[src/hdl/scbu_pkg.sv]
package scbu_pkg;

    // ------------------------------------------------------------------
    // Instruction fields (bit 31 is the first bit of the encoding)
    // ------------------------------------------------------------------
    localparam int unsigned XLEN      = 32;
    localparam int unsigned OPC_MSB   = 31;
    localparam int unsigned OPC_LSB   = 26;
    localparam int unsigned DSLOT_BIT = 25;
    localparam int unsigned COND_MSB  = 24;
    localparam int unsigned COND_LSB  = 21;
    localparam int unsigned IMM_MSB   = 15;
    localparam int unsigned IMM_W     = 16;

    localparam logic [5:0] OPC_REG_FORM = 6'h27;
    localparam logic [5:0] OPC_IMM_FORM = 6'h2f;
    localparam logic [3:0] COND_GT      = 4'h4;
    localparam logic [3:0] COND_LE      = 4'h3;
    localparam logic [3:0] COND_LT      = 4'h2;

    localparam logic [31:0] PC_STEP     = 32'h0000_0004;
    localparam logic [31:0] PC_RESET    = 32'h0000_0000;

    // ------------------------------------------------------------------
    // Latencies in core clock cycles
    // ------------------------------------------------------------------
    localparam int unsigned CNT_W            = 4;
    localparam logic [3:0]  LAT_SHORT        = 4'h1;
    localparam logic [3:0]  LAT_TAKEN_SLOT   = 4'h2;
    localparam logic [3:0]  LAT_TAKEN_NOSLOT = 4'h3;
    localparam logic [3:0]  LAT_MISP_FAST    = 4'h3;
    localparam int unsigned LAT_MISP_MIN     = 7;
    localparam int unsigned LAT_MISP_MAX     = 9;
    localparam int unsigned LAT_MISP_DEF     = 8;
    localparam int unsigned AREA_LVL_SMALL   = 2;
    localparam int unsigned AREA_LVL_MAX     = 2;

    typedef enum logic [1:0] {
        ST_IDLE = 2'b00,
        ST_WAIT = 2'b01,
        ST_SLOT = 2'b10
    } scbu_state_t;

endpackage

[src/hdl/scbu_branch_unit.sv]
`timescale 1ns/100ps
`default_nettype none

module scbu_branch_unit #(
    parameter int unsigned AREA_OPT_LEVEL = 0,
    parameter int unsigned MISP_SMALL_LAT = scbu_pkg::LAT_MISP_DEF
) (
    input  wire logic        CORE_CLK,
    input  wire logic        RST,
    input  wire logic        INSTR_VALID,
    input  wire logic [31:0] INSTR,
    input  wire logic [31:0] PC_CUR,
    input  wire logic [31:0] SOURCE_REG_A,
    input  wire logic [31:0] OFFSET_REG_B,
    input  wire logic        IMM_PREFIX_VALID,
    input  wire logic [15:0] IMM_PREFIX_HI,
    input  wire logic        PRED_VALID,
    input  wire logic        PRED_TAKEN,
    input  wire logic        SLOT_DONE,
    input  wire logic        INTR_REQ,
    input  wire logic        BRK_REQ,
    output logic             READY,
    output logic             DECODE_HIT,
    output logic             DONE,
    output logic             TAKEN,
    output logic [31:0]      NEXT_PC,
    output logic             SQUASH_NEXT,
    output logic             SLOT_ALLOW,
    output logic             EVENT_HOLD,
    output logic             INTR_ACK,
    output logic             BRK_ACK
);

    // ------------------------------------------------------------------
    // Elaboration checks
    // ------------------------------------------------------------------
    if (AREA_OPT_LEVEL > scbu_pkg::AREA_LVL_MAX) begin : g_bad_area
        $error("AREA_OPT_LEVEL out of range");
    end
    if (MISP_SMALL_LAT < scbu_pkg::LAT_MISP_MIN ||
        MISP_SMALL_LAT > scbu_pkg::LAT_MISP_MAX) begin : g_bad_misp
        $error("MISP_SMALL_LAT must lie in 7..9");
    end

    // ------------------------------------------------------------------
    // State
    // ------------------------------------------------------------------
    typedef struct packed {
        scbu_pkg::scbu_state_t       st;
        logic [scbu_pkg::CNT_W-1:0]  cnt;
        logic                        slot_d;
        logic                        ready;
        logic                        hit;
        logic                        done;
        logic                        taken;
        logic [31:0]                 npc;
        logic                        squash;
        logic                        slot_allow;
        logic                        hold;
        logic                        intr_ack;
        logic                        brk_ack;
    } scbu_regs_t;

    localparam logic [3:0] MISP_LAT =
        (AREA_OPT_LEVEL == scbu_pkg::AREA_LVL_SMALL) ?
        4'(MISP_SMALL_LAT) : scbu_pkg::LAT_MISP_FAST;

    scbu_regs_t q;
    scbu_regs_t d;

    // ------------------------------------------------------------------
    // Decode helpers
    // ------------------------------------------------------------------
    // Only the four compare-with-zero forms of this group are claimed;
    // every other encoding is left to the rest of the decoder.
    function automatic logic is_group(input logic [31:0] ins);
        logic [5:0] opc;
        logic [3:0] cnd;
        opc = ins[scbu_pkg::OPC_MSB:scbu_pkg::OPC_LSB];
        cnd = ins[scbu_pkg::COND_MSB:scbu_pkg::COND_LSB];
        is_group = 1'b0;
        if (opc == scbu_pkg::OPC_IMM_FORM) begin
            is_group = (cnd == scbu_pkg::COND_GT) ||
                       (cnd == scbu_pkg::COND_LE);
        end else if (opc == scbu_pkg::OPC_REG_FORM) begin
            is_group = (cnd == scbu_pkg::COND_LE) ||
                       (cnd == scbu_pkg::COND_LT);
        end
    endfunction

    function automatic logic cond_true(input logic [3:0]  cnd,
                                       input logic [31:0] a);
        logic neg;
        logic zero;
        neg  = a[31];
        zero = (a == 32'h0000_0000);
        cond_true = 1'b0;
        case (cnd)
            scbu_pkg::COND_GT: cond_true = !neg && !zero;
            scbu_pkg::COND_LE: cond_true = neg || zero;
            scbu_pkg::COND_LT: cond_true = neg;
            default:           cond_true = 1'b0;
        endcase
    endfunction

    // Closing step shared by the one-cycle path and the counted path
    function automatic scbu_regs_t finish(input scbu_regs_t r);
        scbu_regs_t f;
        f        = r;
        f.done   = 1'b1;
        f.squash = r.taken && !r.slot_d;
        if (r.slot_d) begin
            // Slot instruction runs before the target; no new branch
            // is accepted, so the slot cannot hold one
            f.st         = scbu_pkg::ST_SLOT;
            f.ready      = 1'b0;
            f.slot_allow = 1'b1;
        end else begin
            f.st    = scbu_pkg::ST_IDLE;
            f.ready = 1'b1;
            f.hold  = 1'b0;
        end
        finish = f;
    endfunction

    // ------------------------------------------------------------------
    // Operand and latency selection for the offered instruction
    // ------------------------------------------------------------------
    logic [3:0]  in_cond;
    logic        in_imm_form;
    logic        in_slot;
    logic        in_taken;
    logic [15:0] in_imm;
    logic [31:0] in_offset;
    logic [31:0] in_target;
    logic [3:0]  in_lat;

    always_comb begin
        in_cond     = INSTR[scbu_pkg::COND_MSB:scbu_pkg::COND_LSB];
        in_imm_form = INSTR[scbu_pkg::OPC_MSB:scbu_pkg::OPC_LSB] ==
                      scbu_pkg::OPC_IMM_FORM;
        in_slot     = INSTR[scbu_pkg::DSLOT_BIT];
        in_imm      = INSTR[scbu_pkg::IMM_MSB:0];
        in_taken    = cond_true(in_cond, SOURCE_REG_A);

        if (!in_imm_form) begin
            in_offset = OFFSET_REG_B;
        end else if (IMM_PREFIX_VALID) begin
            in_offset = {IMM_PREFIX_HI, in_imm};
        end else begin
            in_offset = {{scbu_pkg::IMM_W{in_imm[15]}}, in_imm};
        end

        if (in_taken) begin
            in_target = PC_CUR + in_offset;
        end else begin
            in_target = PC_CUR + scbu_pkg::PC_STEP;
        end

        // Prediction is consulted only for the immediate form
        if (in_imm_form && PRED_VALID) begin
            if (PRED_TAKEN == in_taken) begin
                in_lat = scbu_pkg::LAT_SHORT;
            end else begin
                in_lat = MISP_LAT;
            end
        end else if (!in_taken) begin
            in_lat = scbu_pkg::LAT_SHORT;
        end else if (in_slot) begin
            in_lat = scbu_pkg::LAT_TAKEN_SLOT;
        end else begin
            in_lat = scbu_pkg::LAT_TAKEN_NOSLOT;
        end
    end

    // ------------------------------------------------------------------
    // Next state
    // ------------------------------------------------------------------
    always_comb begin
        d        = q;
        d.done   = 1'b0;
        d.squash = 1'b0;
        case (q.st)
            scbu_pkg::ST_IDLE: begin
                d.ready = 1'b1;
                d.hit   = 1'b0;
                if (INSTR_VALID && q.ready && is_group(INSTR)) begin
                    d.hit    = 1'b1;
                    d.taken  = in_taken;
                    // The PC is the only architectural state touched
                    d.npc    = in_target;
                    d.slot_d = in_slot;
                    d.hold   = 1'b1;
                    if (in_lat == scbu_pkg::LAT_SHORT) begin
                        d = finish(d);
                    end else begin
                        d.cnt   = in_lat - 4'h1;
                        d.st    = scbu_pkg::ST_WAIT;
                        d.ready = 1'b0;
                    end
                end
            end
            scbu_pkg::ST_WAIT: begin
                d.cnt = q.cnt - 4'h1;
                if (q.cnt == 4'h1) begin
                    d = finish(d);
                end
            end
            scbu_pkg::ST_SLOT: begin
                // Events stay held until the slot instruction retires
                if (SLOT_DONE) begin
                    d.st         = scbu_pkg::ST_IDLE;
                    d.ready      = 1'b1;
                    d.slot_allow = 1'b0;
                    d.hold       = 1'b0;
                end
            end
            default: begin
                d.st    = scbu_pkg::ST_IDLE;
                d.ready = 1'b1;
            end
        endcase
        // Requests are levels: a held request is simply granted later
        d.intr_ack = INTR_REQ && !d.hold;
        d.brk_ack  = BRK_REQ && !d.hold;
    end

    // ------------------------------------------------------------------
    // State register
    // ------------------------------------------------------------------
    always_ff @(posedge CORE_CLK) begin
        if (RST) begin
            q.st         <= scbu_pkg::ST_IDLE;
            q.cnt        <= '0;
            q.slot_d     <= 1'b0;
            q.ready      <= 1'b0;
            q.hit        <= 1'b0;
            q.done       <= 1'b0;
            q.taken      <= 1'b0;
            q.npc        <= scbu_pkg::PC_RESET;
            q.squash     <= 1'b0;
            q.slot_allow <= 1'b0;
            q.hold       <= 1'b0;
            q.intr_ack   <= 1'b0;
            q.brk_ack    <= 1'b0;
        end else begin
            q <= d;
        end
    end

    // ------------------------------------------------------------------
    // Outputs
    // ------------------------------------------------------------------
    assign READY       = q.ready;
    assign DECODE_HIT  = q.hit;
    assign DONE        = q.done;
    assign TAKEN       = q.taken;
    assign NEXT_PC     = q.npc;
    assign SQUASH_NEXT = q.squash;
    assign SLOT_ALLOW  = q.slot_allow;
    assign EVENT_HOLD  = q.hold;
    assign INTR_ACK    = q.intr_ack;
    assign BRK_ACK     = q.brk_ack;

endmodule

`default_nettype wire

[config.mk]
export PLATFORM = sky130hd
export DESIGN_NAME = scbu_branch_unit
export DESIGN_NICKNAME = d
export VERILOG_FILES = /design/src/hdl/scbu_pkg.sv /design/src/hdl/scbu_branch_unit.sv
export SDC_FILE = /design/constraint.sdc
export NUM_CORES = 1
export LEC_CHECK = 0
export BUFFER_PORTS_ARGS = -buffer_cell sky130_fd_sc_hd__buf_2
export CAP_MARGIN = 20
export CORE_MARGIN = 5
export CORE_UTILIZATION = 55
export DETAILED_ROUTE_END_ITERATION = 7
export GPL_TIMING_DRIVEN = 0
export PLACE_DENSITY = 0.9
export SYNTH_ARGS = -nofsm -noshare
export SYNTH_HDL_FRONTEND = slang
export SYNTH_SLANG_ARGS = --single-unit
[constraint.sdc]
create_clock -name CORE_CLK -period 12.3 [get_ports CORE_CLK]
set_clock_uncertainty 0.2 [all_clocks]
set_input_delay 1.845 -clock CORE_CLK [delete_from_list [all_inputs] [get_ports CORE_CLK]]
set_output_delay 1.845 -clock CORE_CLK [all_outputs]
set_load 0.02 [all_outputs]
### Yosys cells after proc, flatten, opt, wreduce, memory -nomap -nowiden

Cells that the tools add are included.

* output and inout bits: 41
* bits of input ports: 153
* flip-flop bits (word level): 48

* bitwise logic cells: 1
* reduce and logical (&&, ||, !) cells: 26
* eq/ne operators: 17
* mux-type cells: 32
* add/subtract/negate cells: 4

Operators by type and width (count)
* 2-to-1 mux 32 bit: 3
* 2-to-1 mux 48 bit: 2
* case mux 36 bit (2 select lines): 1
* 2-to-1 mux 39 bit: 1
* adder 32 x 3 -> 32 bit (second input constant): 1
* adder 32 bit: 1
* logical NOT 32 bit: 1
* != test 2 bit (second input constant): 7
* equality test 6 bit (second input constant): 2
* 2-to-1 mux 1 bit: 12
* 2-to-1 mux 2 bit: 6
* case mux 2 bit (3 select lines): 2
* case mux 5 bit (2 select lines): 1
* AND reduction 3 bit: 3
* equality test 4 x 1 -> 1 bit (second input constant): 2
* equality test 4 x 2 -> 1 bit (second input constant): 2
* logical AND 1 bit: 8
* subtractor 4 x 1 -> 4 bit (second input constant): 2
* AND reduction 7 bit: 1
* 2-to-1 mux 6 bit: 1
* case mux 1 bit (3 select lines): 2
* logical NOT 1 bit: 5
* equality test 4 x 3 -> 1 bit (second input constant): 1
* 2-to-1 mux 4 bit: 1
* other kinds (9): 12

### Longest topological paths before layout

Gate-level depths: netlist of run 1.

* depth in word-level cells: 13
* depth in mapped cells: 17
* depth with buffers taken out: 15

### Worst setup path after synthesis of run 1

No wires, ideal clock.

* kind: input port to flip-flop
* start: input INSTR[30]
* end: register q, in the netlist NEXT_PC[26]
* stages on the path: 17
* arrival: 5.044 ns
* setup time: 0.062 ns
* data required time: 12.038 ns
* slack: 6.994 ns
* cell sequence: and4b_1 > and3_1 > clkbuf_1 > clkbuf_1 > nand2_1 > nand2_1 > ha_1 > inv_1 > fa_1 > nor2b_1 > o2111ai_1 > a21oi_1 > nor3_1 > o31ai_1 > a21oi_1 > or4_1 > nand3_1

* word-level cells in the longest chain between the ends: 7

Ends and longest elaborated chain
* start, declared: line scbu_branch_unit.sv:11 `input wire logic [31:0] INSTR,`
* equality test 6 bit: line scbu_branch_unit.sv:82, scbu_branch_unit.sv:140
* 2-to-1 mux 32 bit: line scbu_branch_unit.sv:146 `if (!in_imm_form) begin`
* adder 32 bit: line scbu_branch_unit.sv:155 `in_target = PC_CUR + in_offset;`
* 2-to-1 mux 32 bit: line scbu_branch_unit.sv:154 `if (in_taken) begin`
* 2-to-1 mux 39 bit: line scbu_branch_unit.sv:194 `if (in_lat == scbu_pkg::LAT_SHORT) begin`
* 2-to-1 mux 48 bit: line scbu_branch_unit.sv:187 `if (INSTR_VALID && q.ready && is_group(INSTR)) begin`
* case mux 36 bit (2 select lines): line scbu_branch_unit.sv:183 `case (q.st)`
* end, declared: line scbu_branch_unit.sv:68 `scbu_regs_t q;`

Parallel ways exist; a longest one is shown, timed or not. The select of a mux whose other input is x is not followed.
A chain may end at the register's enable or synchronous reset.

### Worst setup path in the final report of run 1

* start: input INSTR[28]
* end: register q, in the netlist NEXT_PC[24]

Same word-level chain as after synthesis.

==> qor.yml, run 1 <==
swShare_pct: 33.6
mostFrequentLayoutCells: "buf_2, nand2_1, a21oi_1"
io_buffers: 186
core_um2: 9200
setup_viol: 0
final_cell_count_no_fill: 1034
cp.arrival_ns: 6.06
die_h_um: 107
post_synth.cell_area_avg_um2: 7.10
period_share_pct: 48.8
cts_setup_buffers: 0
synthCells: 729
crit_chain: "buf_2, and4b_1, nand3_1, clkbuf_1, clkbuf_1, nand2_1, nand2_1, ha_1, inv_1, fa_1, nor2b_1, o2111ai_1, a21oi_1, nor3_1, o31ai_1, a21oi_1, or4_1, nand3_1"
wl_per_cell_um: 16.2
synthFlopType: "dfxtp_1"
cp_num_buf_inv: 4
tritoncts: "done"
netlist.area_leader.share_pct: 18.6
chipWidth_um: 107
cts_made_buffers: 5
dp_hpwl_mm: 13.6
peakVddDrop_v: 0.0000483
gp_congestion: 0.986
grt.overflow.total: 0
track_usage_pct: 27.9
internal_power_w: 0.000287
worstSkewPairLatency_ns: 0.30
place_inst: 1026
synth_nets: 922
row_count: 35
ios: 194
drc: 0
htreeDepth: 2
initial_utilization_pct: 56.3
crit_path_end_kind: "flip-flop"
vias: 6198
required_ns: 12.36
root_buffer: "clkbuf_8"
routed_via_density: 5.99
cp_max_fo: 10
synth_warnings: 0
synth_edf_count: 0
fin_tns_setup_ns: 0
rsz0062_at_grt: "no"
syn_area_um2: 5180
synth_cell_type_count: 74
grt_pass1_vias: 5584
status: "completed"
crit_family: "simple AND/OR/NAND/NOR gates"
grt_max_degree: 16
hold_viol_final: 0
cap_violations: 0
fin_nets: 1115
antenna_left: 0
slowest_delay_ns: 0.52
ys_seq_area_share_pct: 18.6
fmax_ghz: 0.167
clock_sinks: 48
cts.clk_slew.worst_paths_ns: 0.10
async_reset_ff_share_pct: 0
start_kind: "input port"
fillers: 857
clockBufferDepth: 2
yosysTopAreaCell: "dfxtp_1"
drt_iter0_drc: 547
cts_resized: 0
synth.area.top_cells: "dfxtp_1, nand2_1, ha_1, a21oi_1, buf_4"
layout-drive-gt1-share_pct: 26.3
final_common_cell: "buf_2"
period_needed_ns: 6.00
p_leak_nw: 2.97
antenna_found_initial: 0
die_area_um2: 11500
grt_pass1_wl_mm: 26.2
p_comb_share_pct: 35.6
path_class: "in2reg"
p_per_area_nw_per_um2: 67.9
layout-area-overhead-vs-synth_pct: 23.0
min_path_type: "reg2reg"
report.final.slew_viol_count: 0
worst_pin_slew_ns: 0.744
p_seq_share_pct: 36.1
power.switching_w: 0.000145
ys_ff_latch: 48
diodes: 0
cts-hold-fix-buffers: 0
clkPwrFrac_pct: 28.3
drt_first_pass_iters: 5
relSlewSlack_pct: 50.2
wirelength_mm: 16.7
slowest_stage: "clkbuf_1"
-- per-layer routing --
metal / share of wire [%] / global-route usage, % / vias to the layer above
met3: 9.0 / 3.61 / 36
met4: 2.4 / 8.58 / 0
met1: 43 / 37.5 / 2800
met5: 0 / 0 / -
met2: 46 / 46.4 / 342
li1: - / - / 3020
-- through the flow --
stage               hold WS [ns]  util, %  instance area [um2]  total power [W]  setup slack (ns)
finish                     0.256     69.2                 6370         0.000432              6.30
global route               0.278     69.2                 6370         0.000455              6.00
CTS                        0.256     69.2                 6370         0.000427              6.32
detailed placement         0.237     67.9                 6250         0.000309              6.02
global placement           0.237     67.9                 6250         0.000306              6.05
floorplan                  0.221        -                 5180         0.000254              6.99
-- state kept, by name, summed over array words and instances, names as in the netlist --
register,flops
BRK_ACK,1
DONE,1
EVENT_HOLD,1
q,7
SQUASH_NEXT,1
INTR_ACK,1
DECODE_HIT,1
TAKEN,1
READY,1
SLOT_ALLOW,1
NEXT_PC,32
-- logic make-up after synthesis --
logic type                 synth area share, %
xor gates and xnor gates                  7.95
muxes                                    0.798
DFF                                       18.6
adders and majority gates                 9.81
and+or+nand+nor                           28.9
AOI/OAI and AO/OA                         25.5
buffers and inverters                     8.46
-- power groups by stage --
stage          Sequential [W]  Combinational [W]  Clock, W
2_1_floorplan        0.000160          0.0000940         0
3_3_place_gp         0.000160           0.000146         0
3_5_place_dp         0.000160           0.000149         0
4_1_cts              0.000156           0.000150  0.000121
5_1_grt              0.000156           0.000169  0.000130
6_report             0.000156           0.000154  0.000122
-- Yosys cell counts (12+ instances only) --
cell,instances
buf_4,32
dfxtp_1,48
o211ai_1,16
xor2_1,23
and3_1,13
o21ai_0,31
xnor2_1,24
nand2_1,145
nand4_1,12
clkbuf_1,28
inv_1,15
nor3_1,18
ha_1,39
a21oi_1,70
nor2_1,35
nand3_1,21
-- worst paths after layout --
kind	startpoint	endpoint	slack, ns	depth (start not counted)
worst min register to register	SLOT_ALLOW$_SDFFE_PP0P_	SLOT_ALLOW$_SDFFE_PP0P_	0.26	2
worst min-delay path	SLOT_ALLOW$_SDFFE_PP0P_	SLOT_ALLOW$_SDFFE_PP0P_	0.26	2
worst max-delay path	INSTR[28]	NEXT_PC[24]$_SDFFE_PP0P_	6.30	18
worst max register to register	READY$_SDFFE_PP0P_	NEXT_PC[31]$_SDFFE_PP0P_	9.59	8
-- worst reg2reg max path, cell delays in order (launching register included) --
cell	delay [ns]
dfxtp_1	0.38
nor2b_1	0.14
nand4_1	0.11
nand2b_1	0.15
clkbuf_1	0.19
nor2_1	0.62
nor2_1	0.37
a221oi_1	0.37
nand2_1	0.07
-- area by class of cell --
type	instances	area, um2	area share (%)
repair buffers	186	931	14.6
clock buffers	6	82.6	1.30
inverters	15	56.3	0.884
clock inverters	2	38.8	0.609
flip-flops and latches	48	961	15.1
well taps	111	139	2.18
plain buffers	65	382	5.99
multi-input cells	601	3780	59.3
(Power assumes the default switching activity.)
==> run 2, diff against run 1 <==
- CORE_UTILIZATION: 55 -> 46
- PLACE_DENSITY: 0.9 -> 0.8
- clock period: 12.3 -> 5.3 ns (I/O delays scaled with it)
==> qor.yml, run 2 (same netlist as run 1, synthesis figures left out) <==
slowest_delay_ns: 0.48  # was 0.52 ns
core_um2: 10900  # was 9200 um2
clockBufferDepth: 2  # unchanged
start_kind: "input port"  # unchanged
gp_congestion: 0.965  # was 0.986
cp_max_fo: 10  # unchanged
layout-area-overhead-vs-synth_pct: 24.7  # was 23.0%
cap_violations: 0  # unchanged
io_buffers: 186  # unchanged
routed_via_density: 5.69  # was 5.99
crit_path_end_kind: "flip-flop"  # unchanged
hold_viol_final: 0  # unchanged
worstSkewPairLatency_ns: 0.29  # was 0.30 ns
critPathCapture: "NEXT_PC[24]$_SDFFE_PP0P_"  # unchanged
htreeDepth: 2  # unchanged
required_ns: 5.33  # was 12.36 ns
peakVddDrop_v: 0.000134  # was 0.0000483 V
grt_pass1_wl_mm: 26.2  # unchanged
period_needed_ns: 4.81
worst_pin_slew_ns: 0.819  # was 0.744 ns
row_count: 38  # was 35
status: "completed"  # unchanged
cts.clk_slew.worst_paths_ns: 0.07  # was 0.10 ns
mostFrequentLayoutCells: "buf_2, nand2_1, a21oi_1"  # unchanged
grt.overflow.total: 0  # unchanged
p_leak_nw: 2.99  # was 2.97 nW
critical_path.startpoint: "INSTR[30]"  # was INSTR[28]
place_inst: 1055  # was 1026
wl_per_cell_um: 15.8  # was 16.2 um
die_area_um2: 13500  # was 11500 um2
cp_num_buf_inv: 3  # was 4
relSlewSlack_pct: 45.2  # was 50.2%
period_share_pct: 90.7
final_cell_count_no_fill: 1063  # was 1034
setup_viol: 0  # unchanged
drt_iter0_drc: 502  # was 547
crit_family: "simple AND/OR/NAND/NOR gates"  # unchanged
rr_worst_depth: 8  # unchanged
dp_hpwl_mm: 13.8  # was 13.6 mm
rr_endpoint: "NEXT_PC[31]$_SDFFE_PP0P_"  # unchanged
final_common_cell: "buf_2"  # unchanged
largest_register_ffs: 32  # unchanged
die_h_um: 116  # was 107 um
fin_tns_setup_ns: 0  # unchanged
drt_first_pass_iters: 5  # unchanged
min_path_type: "reg2reg"  # unchanged
power_w: 0.00109  # was 0.000432 W
cp.arrival_ns: 4.84  # was 6.06 ns
r2r-start: "READY$_SDFFE_PP0P_"  # unchanged
chipWidth_um: 116  # was 107 um
grt_max_degree: 17  # was 16
grt_pass1_vias: 5488  # was 5584
slowest_stage: "and3_1"  # was clkbuf_1
vias: 6052  # was 6198
tritoncts: "done"  # unchanged
initial_utilization_pct: 47.3  # was 56.3%
rrSetupSlack_ns: 2.51  # was 9.59 ns
antenna_left: 0  # unchanged
antenna_found_initial: 0  # unchanged
wirelength_mm: 16.8  # was 16.7 mm
ios: 194  # unchanged
cp.depth: 17  # was 18
crit_chain: "buf_2, and4b_1, and3_1, clkbuf_1, nand2_1, nand2_1, ha_1, inv_1, fa_1, nor2b_1, o2111ai_1, a21oi_1, nor3_1, o31ai_1, a21oi_1, or4_1, nand3_1"  # was buf_2, and4b_1, nand3_1, clkbuf_1, clkbuf_1, nand2_1, nand2_1, ha_1, inv_1, fa_1, nor2b_1, o2111ai_1, a21oi_1, nor3_1, o31ai_1, a21oi_1, or4_1, nand3_1
layout-drive-gt1-share_pct: 26.5  # was 26.3%
report.final.slew_viol_count: 0  # unchanged
track_usage_pct: 24.1  # was 27.9%
drc: 0  # unchanged
root_buffer: "clkbuf_16"  # was clkbuf_8
fin_nets: 1114  # was 1115
clock_sinks: 48  # unchanged
p_per_area_nw_per_um2: 169  # was 67.9 nW/um2
path_class: "in2reg"  # unchanged
cts_made_buffers: 5  # unchanged
rsz0062_at_grt: "no"  # unchanged
cts-hold-fix-buffers: 0  # unchanged
worstHoldPathCells: 2  # unchanged
fmax_ghz: 0.208
## run 2: cell types whose count changed in the layout (fill, tap and decap cells not counted), sizes merged
cell,change
clkinvlp,+1
inv,+1
diode,+1
clkinv,-1
clkbuf,-2
## run 2: layout make-up
class                      count  area, um2
tap                          140        175
buffer                        64        379
clock inverter                 3       46.3
multi-input combinational    601       3780
inverter                      15       56.3
clock buffer                   5        125
antenna                        1       2.50
sequential                    48        961
timing repair buffer         186        931
fill                        1083       4480
## run 2: tightest hold or removal path: stages, from the launching register on
cell and delay (ns):
dfxtp_1 0.31, nand2_1 0.05, a21oi_1 0.05
## run 2: per-layer routing
metal | global-route usage [%] | routed length [um] | vias up
li1 | - | - | 3006
met1 | 32.4 | 7220 | 2702
met2 | 40.4 | 7650 | 309
met3 | 3.45 | 1650 | 35
met4 | 6.42 | 325 | 0
met5 | 0 | 0 | -
## run 2: repair_timing
action | in CTS | in global routing
resized for setup | 0 | 2
hold endpoints to repair | 0 | 0
buffers inserted | 0 | 0
endpoints found under the setup margin | 0 | 2
## run 2: worst min path at each step
stage	end	startpoint
final	NEXT_PC[7]$_SDFFE_PP0P_	NEXT_PC[7]$_SDFFE_PP0P_
after global routing	NEXT_PC[16]$_SDFFE_PP0P_	NEXT_PC[16]$_SDFFE_PP0P_
after CTS	NEXT_PC[7]$_SDFFE_PP0P_	NEXT_PC[7]$_SDFFE_PP0P_
after detailed placement	NEXT_PC[17]$_SDFFE_PP0P_	NEXT_PC[17]$_SDFFE_PP0P_
after global placement	SLOT_ALLOW$_SDFFE_PP0P_	SLOT_ALLOW$_SDFFE_PP0P_
after floorplan	NEXT_PC[17]$_SDFFE_PP0P_	NEXT_PC[17]$_SDFFE_PP0P_
## run 2: where the power goes
part           switching [W]  internal, W
registers        0.000000690     0.000362
logic               0.000205     0.000150
clock network       0.000151     0.000225
total               0.000356     0.000736
## run 2: per-stage QoR
step | setup slack [ns] | util, % | hold slack (ns) | area [um2]
after global placement | 0.0704 | 57.4 | 0.241 | 6280
after global routing | 0.126 | 59.0 | 0.278 | 6450
after floorplan | 1.04 | - | 0.221 | 5180
after CTS | 0.344 | 59.0 | 0.258 | 6450
after detailed placement | 0.0577 | 57.4 | 0.243 | 6280
final | 0.495 | 59.0 | 0.257 | 6450
